===== src/common/tcc_pkg.sv =====
// Shared constants and types of the timer capture and compare block.
package tcc_pkg;

  localparam logic [7:0]  ADDR_CONTROL          = 8'h12;
  localparam logic [7:0]  ADDR_STATUS           = 8'h13;
  localparam logic [7:0]  ADDR_CAPTURE_HIGH     = 8'h14;
  localparam logic [7:0]  ADDR_CAPTURE_LOW      = 8'h15;
  localparam logic [7:0]  ADDR_COMPARE_HIGH     = 8'h16;
  localparam logic [7:0]  ADDR_COMPARE_LOW      = 8'h17;
  localparam logic [7:0]  ADDR_COUNT_HIGH       = 8'h18;
  localparam logic [7:0]  ADDR_COUNT_LOW        = 8'h19;

  localparam int          BIT_CAPTURE_IRQ_EN    = 7;
  localparam int          BIT_COMPARE_IRQ_EN    = 6;
  localparam int          BIT_OVERFLOW_IRQ_EN   = 5;
  localparam int          BIT_EDGE_SELECT       = 1;
  localparam int          BIT_OUTPUT_LEVEL      = 0;
  localparam logic [7:0]  CONTROL_WRITE_MASK    = 8'hE3;
  localparam logic [7:0]  CONTROL_RESET         = 8'h00;

  localparam logic [7:0]  STATUS_CAPTURE_MASK   = 8'h80;
  localparam logic [7:0]  STATUS_COMPARE_MASK   = 8'h40;
  localparam logic [7:0]  STATUS_OVERFLOW_MASK  = 8'h20;
  localparam logic [7:0]  READ_IDLE             = 8'h00;

  localparam logic [15:0] COUNT_RESET           = 16'hFFFC;
  localparam logic [15:0] COUNT_WRAP            = 16'hFFFF;
  localparam logic [15:0] COUNT_STEP            = 16'h0001;
  localparam logic [15:0] CAPTURE_OFFSET        = 16'h0001;

  typedef enum logic [1:0] {PH_T00, PH_T01, PH_T10, PH_T11} phase_t;

endpackage


===== src/hw/capture_sync.sv =====
// Capture pin synchroniser, glitch filter and edge selector.
`timescale 1ns/1ps
`default_nettype none
module capture_sync (
  input  wire logic ref_clk,
  input  wire logic rst_n,
  input  wire logic capture_input_pin,
  input  wire logic capture_edge_select,
  output logic      capture_event
);

  logic sync_first;
  logic sync_second;
  logic sync_third;
  logic filtered_level;

  wire  agree    = (sync_second == sync_third);
  wire  changed  = agree && (sync_third != filtered_level);
  // edge polarity select.
  wire  edge_hit = changed && (sync_third == capture_edge_select);

  always_ff @(posedge ref_clk or negedge rst_n) begin
    if (!rst_n) begin
      sync_first     <= 1'b0;
      sync_second    <= 1'b0;
      sync_third     <= 1'b0;
      filtered_level <= 1'b0;
      capture_event  <= 1'b0;
    end else begin
      sync_first     <= capture_input_pin;
      sync_second    <= sync_first;
      sync_third     <= sync_second;
      filtered_level <= agree ? sync_third : filtered_level;
      capture_event  <= edge_hit;
    end
  end

  // edge polarity check.
  property p_edge_polarity;
    @(posedge ref_clk) disable iff (!rst_n)
    capture_event |-> (filtered_level == $past(capture_edge_select));
  endproperty
  a_edge_polarity: assert property (p_edge_polarity) else $error("capture edge of wrong polarity");

endmodule
`default_nettype wire


===== src/hw/timer_capture_compare.sv =====
// Input capture and output compare logic of the 16-bit timer.
`timescale 1ns/1ps
`default_nettype none
// Overview of operation
// Valid edge copies counter into capture bytes.
// Captured value is counter plus one.
// Counter advances every four bus clocks.
// Every valid edge overwrites capture value; the code drops edges during a high-byte hold and frozen edges after the first.
// High byte read holds capture until low; a wake from freeze still loads the armed value.
// Reset keeps capture value contents.
// Match sets compare flag, drives level.
// Compare flag raises enabled interrupt request.
// High byte write blocks compare until low.
// Compare bytes independent, untouched by hardware.
// Level transfers on every match.
// Software initialises compare in safe order.
// Halt keeps counting; reset forces start.
// Freeze stops counter; reset forces start.
// Freeze edge arms, reports on wake.
// Reset touches counter, control and flags, not capture or compare.
// Capture flag sets in following T11.
// Compare evaluated only in phase T01.
// Compare flag sets in following T11.
// Overflow flag at wrap, status-then-low clear.
// Edge select chooses rising or falling.
// Capture flag clears: status, low read.
// Compare flag clears: status, low access.
// Capture flag raises enabled interrupt request.
// Counter unit supplies count and phase.
module timer_capture_compare (
  input  wire logic       ref_clk,
  input  wire logic       rst_n,
  input  wire logic [7:0] addr,
  input  wire logic [7:0] wdata,
  input  wire logic       wr_strobe,
  input  wire logic       rd_strobe,
  output logic [7:0]      rdata,
  input  wire logic       capture_input_pin,
  input  wire logic       freeze_mode,
  output logic            compare_output_pin,
  output logic            capture_flag,
  output logic            compare_flag,
  output logic            overflow_flag,
  output logic            capture_irq,
  output logic            compare_irq,
  output logic            overflow_irq
);

  logic [15:0]     count;
  tcc_pkg::phase_t phase;
  logic            capture_event;

  logic [7:0]      control;
  logic [15:0]     capture_value;
  logic [15:0]     compare_value;
  logic [15:0]     armed_value;
  logic            capture_hold;
  logic            compare_hold;
  logic            capture_pending;
  logic            match_pending;
  logic            freeze_seen;
  logic            armed;
  logic            capture_clear_armed;
  logic            compare_clear_armed;
  logic            overflow_clear_armed;

  // count and phase source.
  timer_counter u_counter (
    .ref_clk     (ref_clk),
    .rst_n       (rst_n),
    .freeze_mode (freeze_mode),
    .count       (count),
    .phase       (phase)
  );

  capture_sync u_sync (
    .ref_clk             (ref_clk),
    .rst_n               (rst_n),
    .capture_input_pin   (capture_input_pin),
    .capture_edge_select (control[tcc_pkg::BIT_EDGE_SELECT]),
    .capture_event       (capture_event)
  );

  // Register decode.
  wire wr_control      = wr_strobe && (addr == tcc_pkg::ADDR_CONTROL);
  wire wr_compare_high = wr_strobe && (addr == tcc_pkg::ADDR_COMPARE_HIGH);
  wire wr_compare_low  = wr_strobe && (addr == tcc_pkg::ADDR_COMPARE_LOW);
  wire rd_status       = rd_strobe && (addr == tcc_pkg::ADDR_STATUS);
  wire rd_capture_high = rd_strobe && (addr == tcc_pkg::ADDR_CAPTURE_HIGH);
  wire rd_capture_low  = rd_strobe && (addr == tcc_pkg::ADDR_CAPTURE_LOW);
  wire rd_compare_low  = rd_strobe && (addr == tcc_pkg::ADDR_COMPARE_LOW);
  wire rd_count_low    = rd_strobe && (addr == tcc_pkg::ADDR_COUNT_LOW);

  wire capture_irq_enable  = control[tcc_pkg::BIT_CAPTURE_IRQ_EN];
  wire compare_irq_enable  = control[tcc_pkg::BIT_COMPARE_IRQ_EN];
  wire overflow_irq_enable = control[tcc_pkg::BIT_OVERFLOW_IRQ_EN];
  wire compare_output_level = control[tcc_pkg::BIT_OUTPUT_LEVEL];

  // Flag sets happen only while the timer clocks run.
  wire flag_tick    = (phase == tcc_pkg::PH_T11) && !freeze_mode;
  wire compare_tick = (phase == tcc_pkg::PH_T01) && !freeze_mode;
  wire wake         = freeze_seen && !freeze_mode;

  // synchroniser offset of one count.
  wire [15:0] capture_sample = count + tcc_pkg::CAPTURE_OFFSET;

  // low byte read releases the hold in the same cycle.
  wire capture_transfer = capture_event && !freeze_mode && (!capture_hold || rd_capture_low);
  // only the first frozen edge is kept.
  wire arm_load         = capture_event && freeze_mode && !armed;
  wire arm_apply        = wake && armed;

  // compare only at T01 and only when not held.
  wire match_now        = !compare_hold && (count == compare_value);
  wire compare_hit      = match_pending && flag_tick;

  // pending edge reported at next T11.
  wire next_capture_pending = (capture_event && !freeze_mode) || (capture_pending && !flag_tick);
  wire next_match_pending   = compare_tick ? match_now : (match_pending && !flag_tick);
  wire next_armed           = arm_load || (armed && !wake);
  wire next_capture_hold    = rd_capture_high || (capture_hold && !rd_capture_low);
  // high write holds compare.
  wire next_compare_hold    = wr_compare_high || (compare_hold && !wr_compare_low);

  // status read then capture low read.
  wire capture_clear = capture_clear_armed && rd_capture_low;
  // status read then compare low access.
  wire compare_clear = compare_clear_armed && (rd_compare_low || wr_compare_low);
  // status read then counter low read.
  wire overflow_clear = overflow_clear_armed && rd_count_low;

  // capture flag set sources.
  wire capture_set  = (capture_pending && flag_tick) || arm_apply;
  // compare flag at T11 after match.
  wire compare_set  = compare_hit;
  // overflow flag at wrap in T11.
  wire overflow_set = flag_tick && (count == tcc_pkg::COUNT_WRAP);

  // A set in the same cycle as its clear wins, so no event is lost.
  wire next_capture_flag  = capture_set || (capture_flag && !capture_clear);
  wire next_compare_flag  = compare_set || (compare_flag && !compare_clear);
  wire next_overflow_flag = overflow_set || (overflow_flag && !overflow_clear);

  wire next_capture_armed  = (rd_status && capture_flag) || (capture_clear_armed && !capture_clear);
  wire next_compare_armed  = (rd_status && compare_flag) || (compare_clear_armed && !compare_clear);
  wire next_overflow_armed = (rd_status && overflow_flag) || (overflow_clear_armed && !overflow_clear);

  wire [7:0] status_byte = (capture_flag  ? tcc_pkg::STATUS_CAPTURE_MASK  : tcc_pkg::READ_IDLE)
                         | (compare_flag  ? tcc_pkg::STATUS_COMPARE_MASK  : tcc_pkg::READ_IDLE)
                         | (overflow_flag ? tcc_pkg::STATUS_OVERFLOW_MASK : tcc_pkg::READ_IDLE);

  wire [7:0] read_mux =
    (addr == tcc_pkg::ADDR_CONTROL)      ? control :
    (addr == tcc_pkg::ADDR_STATUS)       ? status_byte :
    (addr == tcc_pkg::ADDR_CAPTURE_HIGH) ? capture_value[15:8] :
    (addr == tcc_pkg::ADDR_CAPTURE_LOW)  ? capture_value[7:0] :
    (addr == tcc_pkg::ADDR_COMPARE_HIGH) ? compare_value[15:8] :
    (addr == tcc_pkg::ADDR_COMPARE_LOW)  ? compare_value[7:0] :
    (addr == tcc_pkg::ADDR_COUNT_HIGH)   ? count[15:8] :
    (addr == tcc_pkg::ADDR_COUNT_LOW)    ? count[7:0] :
                                           tcc_pkg::READ_IDLE;

  // control register is reset.
  always_ff @(posedge ref_clk or negedge rst_n) begin
    if (!rst_n) begin
      control <= tcc_pkg::CONTROL_RESET;
    end else if (wr_control) begin
      control <= wdata & tcc_pkg::CONTROL_WRITE_MASK;
    end
  end

  // data registers have no reset.
  // A reset while frozen clears armed, so the frozen edge is dropped and capture_value keeps its old contents.
  always_ff @(posedge ref_clk) begin
    // transfer on every valid edge unless held or frozen; the first frozen edge loads on wake.
    if (capture_transfer) begin
      capture_value <= capture_sample;
    end else if (arm_apply) begin
      capture_value <= armed_value;
    end
    if (arm_load) begin
      armed_value <= capture_sample;
    end
    // byte writes leave the other byte.
    if (wr_compare_high) begin
      compare_value[15:8] <= wdata;
    end
    if (wr_compare_low) begin
      compare_value[7:0] <= wdata;
    end
  end

  always_ff @(posedge ref_clk or negedge rst_n) begin
    if (!rst_n) begin
      capture_hold    <= 1'b0;
      compare_hold    <= 1'b0;
      capture_pending <= 1'b0;
      match_pending   <= 1'b0;
      freeze_seen     <= 1'b0;
      armed           <= 1'b0;
    end else begin
      capture_hold    <= next_capture_hold;
      compare_hold    <= next_compare_hold;
      capture_pending <= next_capture_pending;
      match_pending   <= next_match_pending;
      freeze_seen     <= freeze_mode;
      armed           <= next_armed;
    end
  end

  // Flags are cleared at reset so the interrupt lines start defined.
  always_ff @(posedge ref_clk or negedge rst_n) begin
    if (!rst_n) begin
      capture_flag         <= 1'b0;
      compare_flag         <= 1'b0;
      overflow_flag        <= 1'b0;
      capture_clear_armed  <= 1'b0;
      compare_clear_armed  <= 1'b0;
      overflow_clear_armed <= 1'b0;
    end else begin
      capture_flag         <= next_capture_flag;
      compare_flag         <= next_compare_flag;
      overflow_flag        <= next_overflow_flag;
      capture_clear_armed  <= next_capture_armed;
      compare_clear_armed  <= next_compare_armed;
      overflow_clear_armed <= next_overflow_armed;
    end
  end

  // level loaded on every match.
  always_ff @(posedge ref_clk or negedge rst_n) begin
    if (!rst_n) begin
      compare_output_pin <= 1'b0;
    end else if (compare_hit) begin
      compare_output_pin <= compare_output_level;
    end
  end

  // enabled interrupt requests.
  always_ff @(posedge ref_clk or negedge rst_n) begin
    if (!rst_n) begin
      capture_irq  <= 1'b0;
      compare_irq  <= 1'b0;
      overflow_irq <= 1'b0;
    end else begin
      capture_irq  <= capture_flag && capture_irq_enable;
      compare_irq  <= compare_flag && compare_irq_enable;
      overflow_irq <= overflow_flag && overflow_irq_enable;
    end
  end

  always_ff @(posedge ref_clk or negedge rst_n) begin
    if (!rst_n) begin
      rdata <= tcc_pkg::READ_IDLE;
    end else begin
      rdata <= rd_strobe ? read_mux : tcc_pkg::READ_IDLE;
    end
  end

  // compare flag after match.
  property p_compare_flag_set;
    @(posedge ref_clk) disable iff (!rst_n)
    (match_pending && flag_tick) |=> compare_flag;
  endproperty
  a_compare_flag_set: assert property (p_compare_flag_set) else $error("compare flag not set at T11");

  // level reaches the pin.
  property p_level_transfer;
    @(posedge ref_clk) disable iff (!rst_n)
    compare_hit |=> (compare_output_pin == $past(compare_output_level));
  endproperty
  a_level_transfer: assert property (p_level_transfer) else $error("output level not transferred");

  // held compare never matches.
  property p_compare_held;
    @(posedge ref_clk) disable iff (!rst_n)
    (compare_tick && compare_hold) |=> !match_pending;
  endproperty
  a_compare_held: assert property (p_compare_held) else $error("compare matched while held");

  // held capture keeps its value except on a wake from freeze.
  property p_capture_held;
    @(posedge ref_clk) disable iff (!rst_n)
    (capture_hold && !rd_capture_low && !arm_apply) |=> $stable(capture_value);
  endproperty
  a_capture_held: assert property (p_capture_held) else $error("capture changed while held");

  // captured value is count plus one.
  property p_capture_value;
    @(posedge ref_clk) disable iff (!rst_n)
    capture_transfer |=> (capture_value == $past(count) + tcc_pkg::CAPTURE_OFFSET);
  endproperty
  a_capture_value: assert property (p_capture_value) else $error("captured value wrong");

  // overflow flag at wrap.
  property p_overflow_set;
    @(posedge ref_clk) disable iff (!rst_n)
    (flag_tick && count == tcc_pkg::COUNT_WRAP) |=> overflow_flag;
  endproperty
  a_overflow_set: assert property (p_overflow_set) else $error("overflow flag not set at wrap");

  // capture flag falls only by the sequence.
  property p_capture_clear;
    @(posedge ref_clk) disable iff (!rst_n)
    $fell(capture_flag) |-> $past(capture_clear_armed && rd_capture_low);
  endproperty
  a_capture_clear: assert property (p_capture_clear) else $error("capture flag cleared without sequence");

  // no capture flag raised while frozen.
  property p_freeze_quiet;
    @(posedge ref_clk) disable iff (!rst_n)
    $rose(capture_flag) |-> !$past(freeze_mode);
  endproperty
  a_freeze_quiet: assert property (p_freeze_quiet) else $error("capture flag set during freeze");

  // compare value changes only by writes.
  property p_compare_stable;
    @(posedge ref_clk) disable iff (!rst_n)
    !(wr_compare_high || wr_compare_low) |=> $stable(compare_value);
  endproperty
  a_compare_stable: assert property (p_compare_stable) else $error("compare value altered by hardware");

  // enabled capture flag requests an interrupt.
  property p_capture_irq;
    @(posedge ref_clk) disable iff (!rst_n)
    (capture_flag && capture_irq_enable) |=> capture_irq;
  endproperty
  a_capture_irq: assert property (p_capture_irq) else $error("capture interrupt not raised");

endmodule
`default_nettype wire


===== src/hw/timer_counter.sv =====
// Free-running counter with its four-state timer phase.
`timescale 1ns/1ps
`default_nettype none
module timer_counter (
  input  wire logic             ref_clk,
  input  wire logic             rst_n,
  input  wire logic             freeze_mode,
  output logic [15:0]           count,
  output var tcc_pkg::phase_t   phase
);

  tcc_pkg::phase_t next_phase;
  logic [15:0]     next_count;

  always_comb begin
    unique case (phase)
      tcc_pkg::PH_T00: next_phase = tcc_pkg::PH_T01;
      tcc_pkg::PH_T01: next_phase = tcc_pkg::PH_T10;
      tcc_pkg::PH_T10: next_phase = tcc_pkg::PH_T11;
      tcc_pkg::PH_T11: next_phase = tcc_pkg::PH_T00;
    endcase
  end

  // one count per phase cycle.
  assign next_count = (phase == tcc_pkg::PH_T11) ? count + tcc_pkg::COUNT_STEP : count;

  // reset forces start value.
  always_ff @(posedge ref_clk or negedge rst_n) begin
    if (!rst_n) begin
      count <= tcc_pkg::COUNT_RESET;
      phase <= tcc_pkg::PH_T00;
    end else if (!freeze_mode) begin
      count <= next_count;
      phase <= next_phase;
    end
  end

  // counter advances after T11.
  property p_count_advance;
    @(posedge ref_clk) disable iff (!rst_n)
    (!freeze_mode && phase == tcc_pkg::PH_T11) |=> (count == $past(count) + tcc_pkg::COUNT_STEP);
  endproperty
  a_count_advance: assert property (p_count_advance) else $error("counter did not advance");

  // frozen counter holds.
  property p_count_frozen;
    @(posedge ref_clk) disable iff (!rst_n)
    (freeze_mode || phase != tcc_pkg::PH_T11) |=> $stable(count);
  endproperty
  a_count_frozen: assert property (p_count_frozen) else $error("counter moved outside T11 or in freeze");

endmodule
`default_nettype wire


===== config.mk =====
export PLATFORM = sky130hd
export DESIGN_NAME = timer_capture_compare
export DESIGN_NICKNAME = d
export VERILOG_FILES = /design/src/common/tcc_pkg.sv /design/src/hw/capture_sync.sv /design/src/hw/timer_capture_compare.sv /design/src/hw/timer_counter.sv
export SDC_FILE = /design/constraint.sdc
export NUM_CORES = 1
export LEC_CHECK = 0
export ABC_AREA = 1
export BUFFER_PORTS_ARGS = -buffer_cell sky130_fd_sc_hd__buf_4
export CAP_MARGIN = 20
export CORE_MARGIN = 2
export CORE_UTILIZATION = 65
export CTS_BUF_LIST = sky130_fd_sc_hd__clkbuf_4 sky130_fd_sc_hd__clkbuf_8
export DETAILED_ROUTE_END_ITERATION = 6
export PLACE_DENSITY = 0.93
export SYNTH_ARGS = -nofsm -noshare
export SYNTH_HDL_FRONTEND = slang
export SYNTH_SLANG_ARGS = --single-unit

===== constraint.sdc =====
create_clock -name ref_clk -period 3.3 [get_ports ref_clk]
set_clock_uncertainty 0.05 [all_clocks]
set_input_delay 0.66 -clock ref_clk [delete_from_list [all_inputs] [get_ports ref_clk]]
set_output_delay 0.66 -clock ref_clk [all_outputs]
set_load 0.02 [all_outputs]

==> impl_metrics.yaml <==
floorplan:
  row_count: 31
  fp.dieH_microns: 89.5
  ios: 37
  initial_utilization_pct: 66.3
  die_width_microns: 89.5
  coreArea_sq_um: 7180
  die-area_sq_um: 8020
route:
  drc: 0
  dr.first_iter.drc_count: 356
  ant_nets: 0
  vias_per_cell: 5.82
  vias: 3754
  wirelength_mm: 11.9
  firstDrtPassIters: 5
  drt-wirelength-per-cell_microns: 18.4
logic_synthesis:
  synth-compound-area-share_pct: 8.76
  syn_area_sq_um: 4760
  synthCells: 499
  synth-edff-count: 48
  ys_ff_latch: 100
  synth-xor-area-share_pct: 3.87
  yosys-mux-area-fraction_pct: 0.947
  synth_top_family_by_area: "simple AND/OR/NAND/NOR gates"
  yosys_warnings: 0
  async_reset_ff_share_pct: 52.0
  synthAdderAreaFrac_pct: 1.32
  synthSimpleGateAreaFrac_pct: 21.1
  ys_types: 40
  synth.net_count: 526
  seq_area_frac_synth_pct: 58.0
  syn_avg_cell_area_sq_um: 9.53
  yosys_most_used_dff: "edfxtp_1"
placement:
  hpwl_mm: 8.86
  io_buffer_count: 36
  globalplace.congestion: 1.01
worst_setup_path:
  cp_top_family: "simple AND/OR/NAND/NOR gates"
  crit_arrival_ns: 2.28
  crit_slowest_cell: "dfrtp_1"
  crit_type: "reg -> reg"
  path_cells: "ha_1 > nand3_2 > nor3_2 > nand3_1 > nor3_2 > nor2_2 > nand2_1 > nand2_1"
  worst_r2r_path_depth: 8
  cp-start-kind: "flip-flop"
  worst_ep_required_time_ns: 3.39
  r2r_setup_slack_ns: 1.11
  path_buf_inv: 0
  max_stage_delay_ns: 0.55
  r2r-start: "u_counter.count[0]$_DFFE_PN0P_"
  critPathMaxFanout: 6
  cp-end-kind: "flip-flop"
  r2r-end: "capture_value[10]$_DFFE_PP_"
finish:
  layout_common_cells: "nand2_1, inv_1, edfxtp_1, o21ai_0, buf_4"
  drive_gt1_share_pct: 18.5
  regArea_sq_um: 2760
  mostFrequentLayoutCell: "nand2_1"
  fillers: 481
  multi_input_area_sq_um: 1710
  nets: 568
  area_delta_synth_final_pct: 11.9
  diodes: 0
job:
  cap_violations: 0
sta:
  setup_violations: 0
  post-route-period-util_pct: 66.4
  rsz0062_at_grt: "false"
  fin_tns_setup_ns: 0
  relSlewSlack_pct: 46.2
  slew_viol_final: 0
  hold_viol: 0
  worst_pin_slew_ns: 0.805
  hold_ws_ns: 0.239
  fmax_mhz: 456
  fin_crit_ns: 2.19
global_routing:
  grt_pass1_wl_mm: 18.4
  antenna_found_initial: 0
  gr-total-overflow: 0
  grt_use_total_pct: 32.0
  grt_max_degree: 53
  grt_pass1_vias: 3548
cts:
  path_clk_slew_ns: 0.11
  cts_resized: 0
  clk_path_buf_depth: 2
  cts_tree: "yes"
  cts_max_level: 3
  clk_latency_ns: 0.38
  cts_sinks: 100
  hold_buffers: 0
  numCtsBuffers: 9
  post_cts_buffers: 0
  cts-root-buf: "clkbuf_8"
power:
  ir_drop_mv: 0.424
  p_leak_nw: 2.35
  power_density_nw_per_um2: 583
hold_path:
  hold_class: "in -> async"
status:
  status: "completed"
## layer usage
metal,share of wire (%),GRT usage (%)
met4,4.2,16.4
met2,47,48.2
met1,40,43.8
met5,0,0
met3,8.1,7.29
## through the flow
stage | power, mW | area [sq um] | cells | util [%] | setup WS [ns]
after floorplan | 2.09 | 4760 | 499 | - | 0.994
after global placement | 2.28 | 5130 | 629 | 71.5 | 0.897
after detailed placement | 2.33 | 5130 | 629 | 71.5 | 0.799
after CTS | 3.09 | 5320 | 645 | 74.2 | 1.14
after global routing | 3.23 | 5320 | 645 | 74.2 | 0.960
final | 3.10 | 5320 | 645 | 74.2 | 1.11
## cell usage after synthesis, types with 3 or more instances
cell	instances	area (sq um)
nor2_2	5	31.3
o22ai_1	9	56.3
or2_2	3	18.8
nand2_1	134	503
clkbuf_1	3	11.3
nor2_1	21	78.8
dfrtp_1	38	951
dfstp_2	14	368
inv_2	7	26.3
nand2_2	4	25.0
nor3_1	9	45.0
edfxtp_1	48	1440
mux2_2	4	45.0
o21ai_0	40	200
ha_1	5	62.6
xor2_1	18	158
xnor2_1	3	26.3
a21oi_1	17	85.1
nor3_2	3	30.0
o2111ai_1	3	26.3
nand3_1	30	150
nand4_1	5	31.3
inv_1	56	210
## worst register-to-register path: stages, from the launching register on
cell and delay, ns:
dfrtp_1 0.55, ha_1 0.27, nand3_2 0.12, nor3_2 0.30
nand3_1 0.20, nor3_2 0.25, nor2_2 0.09, nand2_1 0.07
nand2_1 0.06
## worst max path at each step
stage	from	endpoint	slack (ns)	cells past startpoint
finish	u_counter.count[0]$_DFFE_PN0P_	capture_value[10]$_DFFE_PP_	1.11	8
global route	u_counter.count[0]$_DFFE_PN0P_	capture_value[10]$_DFFE_PP_	0.96	8
CTS	u_counter.count[0]$_DFFE_PN0P_	capture_value[10]$_DFFE_PP_	1.14	8
detailed placement	addr[5]	compare_value[10]$_DFFE_PP_	0.80	7
global placement	addr[3]	capture_value[10]$_DFFE_PP_	0.90	8
floorplan	addr[1]	capture_value[0]$_DFFE_PP_	0.99	9
## cells by family (layout without fill, tap and decap cells)
logic type      after synthesis  in the layout
flops                       100            100
mux                           4              4
compound gates               76             76
xor+xnor                     21             21
fa+ha+maj                     5              5
simple gates                221            221
buf+inv                      72            119
## cell type report
cell class,instances,area share (%)
clock buffers,10,2.59
clock inverters,6,1.06
inverters,64,4.51
multi-input cells,327,32.1
flip-flops and latches,100,51.9
well taps,99,2.33
repair buffers,39,5.50
## sequential cells by signal, indices dropped and copies added (netlist names), 2 cells and up
signal and cells:
armed_value 16, capture_value 16, compare_value 16, u_counter.count 16, rdata 8, control 5
u_counter.phase 2
## report_power, final
group	leakage, nW	internal (mW)	switching (mW)
combinational	1.18	0.191	0.415
sequential	1.07	1.54	0.186
clock	0.0969	0.311	0.462
total	2.35	2.04	1.06
Power figures use the tool's default switching activity.
